## src/hdl/iapf_regs.svh

```systemverilog
// Purpose: Offsets, field positions, reset values and timing counts of the IAP flash control block
// Assumes: 100 MHz core clock, 8-bit special function register port
// Notes: Offsets are indices on the local register port
`ifndef IAPF_REGS_SVH
`define IAPF_REGS_SVH

// ************************************************
// Register offsets
// ************************************************
`define IAPF_OFF_ADDR_LOW 4'h0
`define IAPF_OFF_ADDR_HIGH 4'h1
`define IAPF_OFF_D0L 4'h2
`define IAPF_OFF_D0H 4'h3
`define IAPF_OFF_D1L 4'h4
`define IAPF_OFF_D1H 4'h5
`define IAPF_OFF_D2L 4'h6
`define IAPF_OFF_D2H 4'h7
`define IAPF_OFF_D3L 4'h8
`define IAPF_OFF_D3H 4'h9
`define IAPF_OFF_CTRL 4'hA
`define IAPF_OFF_BCLR 4'hB

// ************************************************
// Field positions and reset values
// ************************************************
`define IAPF_CTRL_EWEN 7
`define IAPF_CTRL_MODE_MSB 6
`define IAPF_CTRL_MODE_LSB 4
`define IAPF_CTRL_TRIG 3
`define IAPF_CTRL_WI 2
`define IAPF_CTRL_RE 1
`define IAPF_CTRL_RI 0
`define IAPF_BCLR_RSV7 7
`define IAPF_BCLR_RSV4 4
`define IAPF_BCLR_TRIG 0
`define IAPF_ADDR_HIGH_MASK 8'h1F
`define IAPF_PAGE_LAST 5'h1F
`define IAPF_RST_BYTE 8'h00

// ************************************************
// Unlock pattern, words 1 to 3 as {high, low}
// ************************************************
`define IAPF_PAT_W1 16'h0400
`define IAPF_PAT_W2 16'h090D
`define IAPF_PAT_W3 16'h40C3

// ************************************************
// Timing
// ************************************************
`define IAPF_CLK_MHZ 100
`define IAPF_UNLOCK_TIME_US 1000
`define IAPF_UNLOCK_CYCLES (`IAPF_UNLOCK_TIME_US * `IAPF_CLK_MHZ)
`define IAPF_PROG_TIME_US 2200
`define IAPF_PROG_CYCLES (`IAPF_PROG_TIME_US * `IAPF_CLK_MHZ)
`define IAPF_READ_TIME_NS 40
`define IAPF_READ_CYCLES ((`IAPF_READ_TIME_NS * `IAPF_CLK_MHZ + 999) / 1000)

`endif

```

## src/hdl/iapf_pkg.sv

```systemverilog
// Purpose: Types of the IAP flash control block
// Assumes: Constants live in iapf_regs.svh
// Notes: Reserved mode codes have no enum member
package iapf_pkg;
  typedef enum logic [2:0] {
    MODE_WRITE = 3'h0,
    MODE_ERASE = 3'h1,
    MODE_READ = 3'h3,
    MODE_UNLOCK = 3'h6
  } iapf_mode_e;

  typedef enum logic [1:0] {
    ST_IDLE = 2'b00,
    ST_PROG = 2'b01,
    ST_READ = 2'b11
  } iapf_state_e;

  typedef logic [19:0] iapf_cnt_t;
endpackage

```

## src/hdl/iapf_unlock_if.sv

```systemverilog
// Purpose: Link between the control logic and the unlock timer
// Assumes: Single core clock
// Notes: done and pass are one-cycle pulses
`timescale 1ns/1ps
interface iapf_unlock_if;
  logic start;
  logic mode_ok;
  logic [15:0] w1;
  logic [15:0] w2;
  logic [15:0] w3;
  logic done;
  logic pass;
  modport ctl (output start, output mode_ok, output w1, output w2, output w3, input done, input pass);
  modport tmr (input start, input mode_ok, input w1, input w2, input w3, output done, output pass);
endinterface

```

## src/hdl/iapf_top.sv

```systemverilog
// Purpose: In-application programming control registers and sequencer
// Assumes: Register port and flash macro run on core_clk_i
// Notes: Flash array timing is modelled by cycle counters only
`timescale 1ns/1ps
`include "iapf_regs.svh"
module iapf_top #(
  parameter int unsigned UNLOCK_CYCLES = `IAPF_UNLOCK_CYCLES,
  parameter int unsigned PROG_CYCLES = `IAPF_PROG_CYCLES
) (
  // Clock and reset
  input wire logic core_clk_i,
  input wire logic rst_i,
  // Register port
  input wire logic [3:0] sfr_addr_i,
  input wire logic sfr_wr_i,
  input wire logic sfr_rd_i,
  input wire logic [7:0] sfr_wdata_i,
  output logic [7:0] sfr_rdata_o,
  // CPU
  output logic cpu_stall_o,
  // Flash macro
  output logic flash_start_o,
  output logic [2:0] flash_mode_o,
  output logic [12:0] flash_addr_o,
  input wire logic [15:0] flash_rdata_i,
  input wire logic [4:0] flash_wbuf_idx_i,
  output logic [15:0] flash_wbuf_data_o
);
  // ************************************************
  // Declarations
  // ************************************************
  iapf_pkg::iapf_state_e state_r;
  iapf_pkg::iapf_cnt_t op_cnt_r;
  logic [7:0] addr_lo_r;
  logic [4:0] addr_hi_r;
  logic [7:0] dlo_r [4];
  logic [7:0] dhi_r [4];
  logic ew_en_r;
  logic [2:0] mode_r;
  logic trig_r;
  logic wi_r;
  logic re_r;
  logic ri_r;
  logic bclr_r;
  logic bclr_rsv7_r;
  logic bclr_rsv4_r;
  logic wr_ok;
  logic ctrl_wr;
  logic triple;
  logic allow_w;
  logic allow_r;
  logic go_prog;
  logic drop_wi;
  logic go_read;
  logic drop_ri;
  logic prog_done;
  logic read_done;
  logic wb_wr_en;
  logic [4:0] wb_wr_idx;
  logic [15:0] wb_wr_data;
  logic wb_clr;
  logic [12:0] word_addr;
  logic unl_done;
  logic unl_pass;

  iapf_unlock_if unl_if ();

  // ************************************************
  // Decode and sequencing terms
  // ************************************************
  // Writes while busy are dropped; the CPU is stalled then anyway
  assign wr_ok = sfr_wr_i && (state_r == iapf_pkg::ST_IDLE);
  assign ctrl_wr = wr_ok && (sfr_addr_i == `IAPF_OFF_CTRL);
  assign triple = sfr_wdata_i[`IAPF_CTRL_WI] && sfr_wdata_i[`IAPF_CTRL_RE] && sfr_wdata_i[`IAPF_CTRL_RI];
  assign allow_w = ew_en_r && ((mode_r == iapf_pkg::MODE_WRITE) || (mode_r == iapf_pkg::MODE_ERASE));
  assign allow_r = re_r && (mode_r == iapf_pkg::MODE_READ);
  assign go_prog = (state_r == iapf_pkg::ST_IDLE) && wi_r && allow_w;
  assign drop_wi = (state_r == iapf_pkg::ST_IDLE) && wi_r && !allow_w;
  assign go_read = (state_r == iapf_pkg::ST_IDLE) && !wi_r && ri_r && allow_r;
  assign drop_ri = (state_r == iapf_pkg::ST_IDLE) && !wi_r && ri_r && !allow_r;
  assign prog_done = (state_r == iapf_pkg::ST_PROG) && (op_cnt_r == iapf_pkg::iapf_cnt_t'(PROG_CYCLES - 1));
  assign read_done = (state_r == iapf_pkg::ST_READ) && (op_cnt_r == iapf_pkg::iapf_cnt_t'(`IAPF_READ_CYCLES - 1));
  assign word_addr = {addr_hi_r, addr_lo_r};

  assign wb_wr_en = wr_ok && (sfr_addr_i == `IAPF_OFF_D0H);
  assign wb_wr_idx = addr_lo_r[4:0];
  assign wb_wr_data = {sfr_wdata_i, dlo_r[0]};
  assign wb_clr = bclr_r || (prog_done && (mode_r == iapf_pkg::MODE_WRITE));

  assign unl_if.start = ctrl_wr && sfr_wdata_i[`IAPF_CTRL_TRIG];
  assign unl_if.mode_ok = (mode_r == iapf_pkg::MODE_UNLOCK);
  assign unl_if.w1 = {dhi_r[1], dlo_r[1]};
  assign unl_if.w2 = {dhi_r[2], dlo_r[2]};
  assign unl_if.w3 = {dhi_r[3], dlo_r[3]};
  assign unl_done = unl_if.done;
  assign unl_pass = unl_if.pass;

  // ************************************************
  // Submodules
  // ************************************************
  iapf_unlock #(
    .CYCLES(UNLOCK_CYCLES)
  ) u_unlock (
    .core_clk_i(core_clk_i),
    .rst_i(rst_i),
    .u(unl_if.tmr)
  );

  iapf_wbuf u_wbuf (
    .core_clk_i(core_clk_i),
    .rst_i(rst_i),
    .wr_en_i(wb_wr_en),
    .wr_idx_i(wb_wr_idx),
    .wr_data_i(wb_wr_data),
    .clr_i(wb_clr),
    .rd_idx_i(flash_wbuf_idx_i),
    .rd_data_o(flash_wbuf_data_o)
  );

  // ************************************************
  // Control register
  // ************************************************
  always_ff @(posedge core_clk_i or posedge rst_i) begin
    if (rst_i) begin
      ew_en_r <= 1'b0;
      mode_r <= 3'h0;
      trig_r <= 1'b0;
      wi_r <= 1'b0;
      re_r <= 1'b0;
      ri_r <= 1'b0;
    end else begin
      // Hardware set wins over a software clear in the same cycle
      if (unl_pass) begin
        ew_en_r <= 1'b1;
      end else if (ctrl_wr && !sfr_wdata_i[`IAPF_CTRL_EWEN]) begin
        ew_en_r <= 1'b0;
      end
      if (ctrl_wr) begin
        mode_r <= sfr_wdata_i[`IAPF_CTRL_MODE_MSB:`IAPF_CTRL_MODE_LSB];
        re_r <= sfr_wdata_i[`IAPF_CTRL_RE];
      end
      if (unl_if.start) begin
        trig_r <= 1'b1;
      end else if (unl_done) begin
        trig_r <= 1'b0;
      end
      // Both initiates refused on the forbidden combined write
      if (ctrl_wr && sfr_wdata_i[`IAPF_CTRL_WI] && !triple) begin
        wi_r <= 1'b1;
      end else if (drop_wi || prog_done) begin
        wi_r <= 1'b0;
      end
      if (ctrl_wr && sfr_wdata_i[`IAPF_CTRL_RI] && !triple) begin
        ri_r <= 1'b1;
      end else if (drop_ri || read_done) begin
        ri_r <= 1'b0;
      end
    end
  end

  // ************************************************
  // Buffer clear register
  // ************************************************
  always_ff @(posedge core_clk_i or posedge rst_i) begin
    if (rst_i) begin
      bclr_r <= 1'b0;
      bclr_rsv7_r <= 1'b0;
      bclr_rsv4_r <= 1'b0;
    end else if (wr_ok && (sfr_addr_i == `IAPF_OFF_BCLR)) begin
      bclr_r <= sfr_wdata_i[`IAPF_BCLR_TRIG] || bclr_r;
      bclr_rsv7_r <= sfr_wdata_i[`IAPF_BCLR_RSV7];
      bclr_rsv4_r <= sfr_wdata_i[`IAPF_BCLR_RSV4];
    end else begin
      bclr_r <= 1'b0;
    end
  end

  // ************************************************
  // Address pair
  // ************************************************
  always_ff @(posedge core_clk_i or posedge rst_i) begin
    if (rst_i) begin
      addr_lo_r <= `IAPF_RST_BYTE;
      addr_hi_r <= 5'h00;
    end else if (wr_ok && (sfr_addr_i == `IAPF_OFF_ADDR_LOW)) begin
      addr_lo_r <= sfr_wdata_i;
    end else if (wr_ok && (sfr_addr_i == `IAPF_OFF_ADDR_HIGH)) begin
      addr_hi_r <= sfr_wdata_i[4:0];
    end else if (wb_wr_en && (addr_lo_r[4:0] != `IAPF_PAGE_LAST)) begin
      {addr_hi_r, addr_lo_r} <= 13'(word_addr + 13'h0001);
    end
  end

  // ************************************************
  // Data registers
  // ************************************************
  always_ff @(posedge core_clk_i or posedge rst_i) begin
    if (rst_i) begin
      for (int i = 0; i < 4; i++) begin
        dlo_r[i] <= `IAPF_RST_BYTE;
        dhi_r[i] <= `IAPF_RST_BYTE;
      end
    end else if (read_done) begin
      dlo_r[0] <= flash_rdata_i[7:0];
      dhi_r[0] <= flash_rdata_i[15:8];
    end else begin
      for (int i = 0; i < 4; i++) begin
        if (wr_ok && (sfr_addr_i == 4'(`IAPF_OFF_D0L + 2 * i))) begin
          dlo_r[i] <= sfr_wdata_i;
        end
        if (wr_ok && (sfr_addr_i == 4'(`IAPF_OFF_D0H + 2 * i))) begin
          dhi_r[i] <= sfr_wdata_i;
        end
      end
    end
  end

  // ************************************************
  // Operation sequencer
  // ************************************************
  always_ff @(posedge core_clk_i or posedge rst_i) begin
    if (rst_i) begin
      state_r <= iapf_pkg::ST_IDLE;
      op_cnt_r <= '0;
      cpu_stall_o <= 1'b0;
      flash_start_o <= 1'b0;
      flash_mode_o <= 3'h0;
      flash_addr_o <= 13'h0000;
    end else begin
      flash_start_o <= go_prog || go_read;
      op_cnt_r <= op_cnt_r + iapf_pkg::iapf_cnt_t'(1);
      unique case (state_r)
        iapf_pkg::ST_IDLE: begin
          op_cnt_r <= '0;
          if (go_prog || go_read) begin
            state_r <= go_prog ? iapf_pkg::ST_PROG : iapf_pkg::ST_READ;
            cpu_stall_o <= 1'b1;
            flash_mode_o <= mode_r;
            flash_addr_o <= word_addr;
          end
        end
        iapf_pkg::ST_PROG: begin
          if (prog_done) begin
            state_r <= iapf_pkg::ST_IDLE;
            cpu_stall_o <= 1'b0;
          end
        end
        iapf_pkg::ST_READ: begin
          if (read_done) begin
            state_r <= iapf_pkg::ST_IDLE;
            cpu_stall_o <= 1'b0;
          end
        end
        default: begin
          state_r <= iapf_pkg::ST_IDLE;
          cpu_stall_o <= 1'b0;
        end
      endcase
    end
  end

  // ************************************************
  // Read data
  // ************************************************
  always_ff @(posedge core_clk_i or posedge rst_i) begin
    if (rst_i) begin
      sfr_rdata_o <= 8'h00;
    end else if (sfr_rd_i) begin
      unique case (sfr_addr_i)
        `IAPF_OFF_ADDR_LOW: sfr_rdata_o <= addr_lo_r;
        `IAPF_OFF_ADDR_HIGH: sfr_rdata_o <= {3'h0, addr_hi_r} & `IAPF_ADDR_HIGH_MASK;
        `IAPF_OFF_D0L: sfr_rdata_o <= dlo_r[0];
        `IAPF_OFF_D0H: sfr_rdata_o <= dhi_r[0];
        `IAPF_OFF_D1L: sfr_rdata_o <= dlo_r[1];
        `IAPF_OFF_D1H: sfr_rdata_o <= dhi_r[1];
        `IAPF_OFF_D2L: sfr_rdata_o <= dlo_r[2];
        `IAPF_OFF_D2H: sfr_rdata_o <= dhi_r[2];
        `IAPF_OFF_D3L: sfr_rdata_o <= dlo_r[3];
        `IAPF_OFF_D3H: sfr_rdata_o <= dhi_r[3];
        `IAPF_OFF_CTRL: sfr_rdata_o <= {ew_en_r, mode_r, trig_r, wi_r, re_r, ri_r};
        `IAPF_OFF_BCLR: sfr_rdata_o <= {bclr_rsv7_r, 2'b00, bclr_rsv4_r, 3'b000, bclr_r};
        default: sfr_rdata_o <= 8'h00;
      endcase
    end
  end
endmodule

```

## src/hdl/iapf_unlock.sv

```systemverilog
// Purpose: Unlock window timer and pattern check
// Assumes: Pattern words come from live data registers
// Notes: A new start restarts the window
`timescale 1ns/1ps
`include "iapf_regs.svh"
module iapf_unlock #(
  parameter int unsigned CYCLES = `IAPF_UNLOCK_CYCLES
) (
  // Clock and reset
  input wire logic core_clk_i,
  input wire logic rst_i,
  // Control side
  iapf_unlock_if.tmr u
);
  iapf_pkg::iapf_cnt_t cnt_r;
  logic run_r;
  logic last;
  logic match;

  assign last = run_r && (cnt_r == iapf_pkg::iapf_cnt_t'(CYCLES - 1));
  assign match = (u.w1 == `IAPF_PAT_W1) && (u.w2 == `IAPF_PAT_W2) && (u.w3 == `IAPF_PAT_W3);

  // ************************************************
  // Window timer
  // ************************************************
  always_ff @(posedge core_clk_i or posedge rst_i) begin
    if (rst_i) begin
      cnt_r <= '0;
      run_r <= 1'b0;
    end else if (u.start) begin
      cnt_r <= '0;
      run_r <= 1'b1;
    end else if (last) begin
      run_r <= 1'b0;
    end else if (run_r) begin
      cnt_r <= cnt_r + iapf_pkg::iapf_cnt_t'(1);
    end
  end

  // ************************************************
  // Verdict at expiry
  // ************************************************
  always_ff @(posedge core_clk_i or posedge rst_i) begin
    if (rst_i) begin
      u.done <= 1'b0;
      u.pass <= 1'b0;
    end else begin
      u.done <= last && !u.start;
      u.pass <= last && !u.start && match && u.mode_ok;
    end
  end
endmodule

```

## src/hdl/iapf_wbuf.sv

```systemverilog
// Purpose: 32-word write buffer
// Assumes: Clear and load never in the same cycle by intent; clear wins
// Notes: Flop array so the whole buffer clears in one cycle
`timescale 1ns/1ps
module iapf_wbuf (
  // Clock and reset
  input wire logic core_clk_i,
  input wire logic rst_i,
  // Load and clear
  input wire logic wr_en_i,
  input wire logic [4:0] wr_idx_i,
  input wire logic [15:0] wr_data_i,
  input wire logic clr_i,
  // Flash side read
  input wire logic [4:0] rd_idx_i,
  output logic [15:0] rd_data_o
);
  logic [15:0] mem_r [32];

  always_ff @(posedge core_clk_i or posedge rst_i) begin
    if (rst_i) begin
      for (int i = 0; i < 32; i++) begin
        mem_r[i] <= 16'h0000;
      end
    end else if (clr_i) begin
      for (int i = 0; i < 32; i++) begin
        mem_r[i] <= 16'h0000;
      end
    end else if (wr_en_i) begin
      mem_r[wr_idx_i] <= wr_data_i;
    end
  end

  always_ff @(posedge core_clk_i or posedge rst_i) begin
    if (rst_i) begin
      rd_data_o <= 16'h0000;
    end else begin
      rd_data_o <= mem_r[rd_idx_i];
    end
  end
endmodule

```

## config.mk

```make
export PLATFORM = sky130hd
export DESIGN_NAME = iapf_top
export DESIGN_NICKNAME = d
export VERILOG_FILES = /design/src/hdl/iapf_pkg.sv /design/src/hdl/iapf_unlock_if.sv /design/src/hdl/iapf_top.sv /design/src/hdl/iapf_unlock.sv /design/src/hdl/iapf_wbuf.sv
export VERILOG_INCLUDE_DIRS = /design/src /design/src/hdl
export SDC_FILE = /design/constraint.sdc
export NUM_CORES = 2
export LEC_CHECK = 0
export ABC_CLOCK_PERIOD_IN_PS = 25100
export BUFFER_PORTS_ARGS = -buffer_cell sky130_fd_sc_hd__clkbuf_2
export CELL_PAD_IN_SITES_DETAIL_PLACEMENT = 0
export CELL_PAD_IN_SITES_GLOBAL_PLACEMENT = 2
export CORE_UTILIZATION = 29
export DETAILED_ROUTE_END_ITERATION = 8
export PLACE_DENSITY = 0.68
export SYNTH_ARGS = -nofsm -noshare
export SYNTH_HDL_FRONTEND = slang
export SYNTH_SLANG_ARGS = --single-unit
```

## constraint.sdc

```tcl
create_clock -name core_clk_i -period 25.1 [get_ports core_clk_i]
set_input_delay 5.02 -clock core_clk_i [delete_from_list [all_inputs] [get_ports core_clk_i]]
set_output_delay 5.02 -clock core_clk_i [all_outputs]
set_load 0.01 [all_outputs]
```

==> results by group <==
Worst setup path
  – Critical path class: in -> reg
  – Max incr delay on CP: 640 ps
  – Cell family with most CP delay: buffers and inverters
  – CP Cell Sequence: clkbuf_2, buf_4, nor4bb_1, buf_4, and2_4, buf_4, buf_4, nand2_1, nand2_1, a21oi_1
  – WP buf/inv: 5
  – Critical path's slowest cell: buf_4
  – Data arrival time of the critical path: 8850 ps
  – Most frequent CP cell: buf_4
  – Critical Path Source Type: input port
  – CP Data Required Time: 25560 ps
  – CP Max Fanout: 53
  – Endpoint class of the critical path: flop

STA
  – Final Critical Period: 8391 ps
  – Fin. max-slew vios: 0
  – Least-Margin Pin Slew: 1182 ps
  – Setup violators final: 0
  – RSZ-0062 raised after global routing: false
  – Setup TNS: 0 ps
  – Clk_skew: 38.80 ps
  – Fmax: 119.2 MHz
  – Slew HR: 0.2120
  – Final Hold Fails: 0
  – Crit share post-route: 0.3343

Yosys
  – Mapped Area: 33640 um2
  – Synth unique cells: 68
  – Avg Cell Area, Syn: 9.571 um2
  – Top FF cell, synth: dfrtp_1
  – Synth Instances: 3515
  – Post-synth EDFFs: 0
  – Register bit count reported by yosys: 686
  – Synth warnings: 0
  – Post-synth ARST share: 1.000
  – Post-synthesis sequential area ratio: 0.5103
  – Post-synth net total: 3559

GRT
  – Largest net degree at the start of global routing: 198
  – Antenna violations before repair: 4
  – GRT overflow: 0
  – First-pass GRT wire length: 184800 um
  – Number of global-route vias before repair: 26550
  – GRT Util Overall: 0.2084

Min path
  – Hold Crit Class: reg -> reg

Route
  – Routed WL: 123200 um
  – DRT met1 WL: 57080 um
  – Avg WL per Cell: 24.78 um
  – Met2 routed wirelength: 57110 um
  – First-pass iteration count of the detailed router: 8
  – First-iteration detailed-routing DRC count: 2462
  – DRC: 0
  – Met3 wire len: 6309 um
  – Max Used Layer: met5
  – Vias: 26670
  – Vias/cell: 5.366
  – Post-route antenna net violation count: 0

Die
  – Row count: 124
  – Starting Density: 0.2934
  – Die area: 117400 um2
  – Core area: 114700 um2
  – IO Pins: 79
  – Height of the die: 342.6 um
  – Die width: 342.6 um

CTS
  – H-tree Lvls: 3
  – Worst-Skew Late Latency: 660 ps
  – Clk Tree Root Cell: clkbuf_16
  – Clock tree buffer depth: 3
  – CTS Hold Bufs: 0
  – Post-CTS resize count: 0
  – Num CTS Buffers: 83
  – Clock sinks: 686
  – Post-CTS setup buffer count: 0
  – TritonCTS clock tree: built
  – Worst-path clk slew: 60 ps

Placed design
  – Gpl congestion: 0.7903
  – Hpwl dp: 71090 um
  – # placed instances: 4817
  – PortBufs: 78

Layout
  – Area growth, synth to finish: 12.39%
  – Filler cell count: 11690
  – Most frequent cells in the layout: 711 x nand2_1, 678 x dfrtp_1, 562 x a21oi_1, 444 x nand3_1, 144 x mux2_2
  – Final net count: 3434
  – Commonest non-fill, non-tap cell in the layout: nand2_1
  – Non-Filler Instances: 4971
  – Diode count: 0
  – Fraction of layout cells with a size suffix above 1: 0.1486

Power
  – Pwr dens: 79.77 nW/um2
  – Leakage power total: 0.01588 uW
  – VDD IR max: 0.05305 mV

Run
  – Maxcap violations: 0

Status
  – Status: finished clean
-- Yosys cell counts, drive strengths merged (2+ instances only) --
library cell  instances  share of area
a21oi               563          0.084
a221oi                7         0.0018
a22o                 23         0.0060
a22oi                 5         0.0011
a31oi                 6         0.0011
and2                  6         0.0011
and3                 13         0.0024
and4                  7         0.0018
and4b                 4         0.0012
buf                 196          0.029
clkbuf              153          0.017
dfrtp               686           0.51
ha                    7         0.0026
inv                  10         0.0011
mux2                176          0.059
mux2i                75          0.022
mux4                 65          0.044
nand2               711          0.079
nand2b                7         0.0013
nand3               444          0.066
nand3b                4        0.00089
nand4                20         0.0037
nand4b                3        0.00078
nand4bb               4         0.0013
nor2                 71         0.0084
nor2b                10         0.0019
nor3                 15         0.0033
nor3b                 2        0.00045
nor4                 31         0.0063
nor4b                 8         0.0023
nor4bb                2        0.00060
o211ai                2        0.00045
o21a                  2        0.00045
o21ai                37         0.0055
o221ai               17         0.0044
o22ai                53         0.0099
o311ai                2        0.00052
o31ai                 2        0.00045
o32a                  2        0.00060
or3                  12         0.0022
or3b                  2        0.00052
or4                   2        0.00045
or4b                  2        0.00060
xnor2                 8         0.0021
xor2                 28         0.0073
-- worst register-to-register path: stages, from the launching register on --
cell and delay [ps]:
dfrtp_1 400, nor4_1 470, nand3_1 190, nor4_1 620, a21o_4 710, buf_12 700, buf_4 1190, a21oi_1 180
-- state kept, by name, summed over array words and instances, names as in the netlist, 8 cells and up --
signal,cells
u_wbuf.rd_data_o,16
op_cnt_r,20
dhi_r,32
dlo_r,32
u_wbuf.mem_r,512
sfr_rdata_o,8
addr_lo_r,8
u_unlock.cnt_r,20
flash_addr_o,13
-- metrics by stage --
| stage | utilization | power (uW) | setup WS, ps | instance area (um2) | hold slack, ps |
|---|---|---|---|---|---|
| 2_1_floorplan | - | 1577 | 846.8 | 33640 | 399.6 |
| 3_3_place_gp | 0.3050 | 1770 | 16230 | 34970 | 406.7 |
| 3_5_place_dp | 0.3050 | 1772 | 16170 | 34970 | 415.7 |
| 4_1_cts | 0.3298 | 3044 | 16840 | 37810 | 427.5 |
| 5_1_grt | 0.3298 | 3135 | 16510 | 37810 | 433.3 |
| 6_report | 0.3298 | 3016 | 16710 | 37810 | 426.4 |
-- final timing paths --
path,slack (ps),from,end,cells after the start
hold / removal,430,u_unlock.u.done,trig_r,1
min in group asynchronous,4480,rst_i,u_unlock.cnt_r[13],2
max in group asynchronous,17750,rst_i,u_wbuf.mem_r[342],5
setup reg to reg,20490,op_cnt_r[18],u_wbuf.mem_r[299],7
setup / recovery,16710,sfr_addr_i[1],u_wbuf.mem_r[329],10
hold reg to reg,430,u_unlock.u.done,trig_r,1
-- logic make-up (layout without fill, tap and decap cells) --
| logic type | Yosys count | count (layout) | synth area share |
|---|---|---|---|
| multiplexers | 316 | 316 | 0.1247 |
| AO/OA/AOI/OAI | 729 | 729 | 0.1182 |
| XOR/XNOR | 36 | 36 | 0.009373 |
| AND/OR/NAND/NOR | 1381 | 1381 | 0.1872 |
| flip-flops | 686 | 686 | 0.5103 |
| adder cells (fa/ha/maj) | 7 | 7 | 0.002603 |
| buffers and inverters | 360 | 304 | 0.04757 |
-- report_power, final --
part	total, uW	leakage [uW]	switching [uW]	internal, uW
Clock	1260	0.00139	509	754
Combinational	421	0.00517	281	140
Sequential	1330	0.00932	123	1210
Total	3020	0.0159	913	2100
-- layout make-up --
type,instances,area [um2],share of cell area
clock buffer,136,2580,0.06824
clock inverter,18,260.3,0.006884
inverter,11,48.80,0.001291
multi-input combinational,2469,14950,0.3955
sequential,686,17180,0.4543
tap,1512,1892,0.05004
timing repair buffer,139,898.4,0.02376
-- metal layers --
metal	GRT usage	vias up
met2	0.3262	726
met5	0	-
met1	0.3008	13690
met4	0.05571	2
li1	-	12110
met3	0.02804	144
Note: power is estimated with default switching activity, not from simulation.
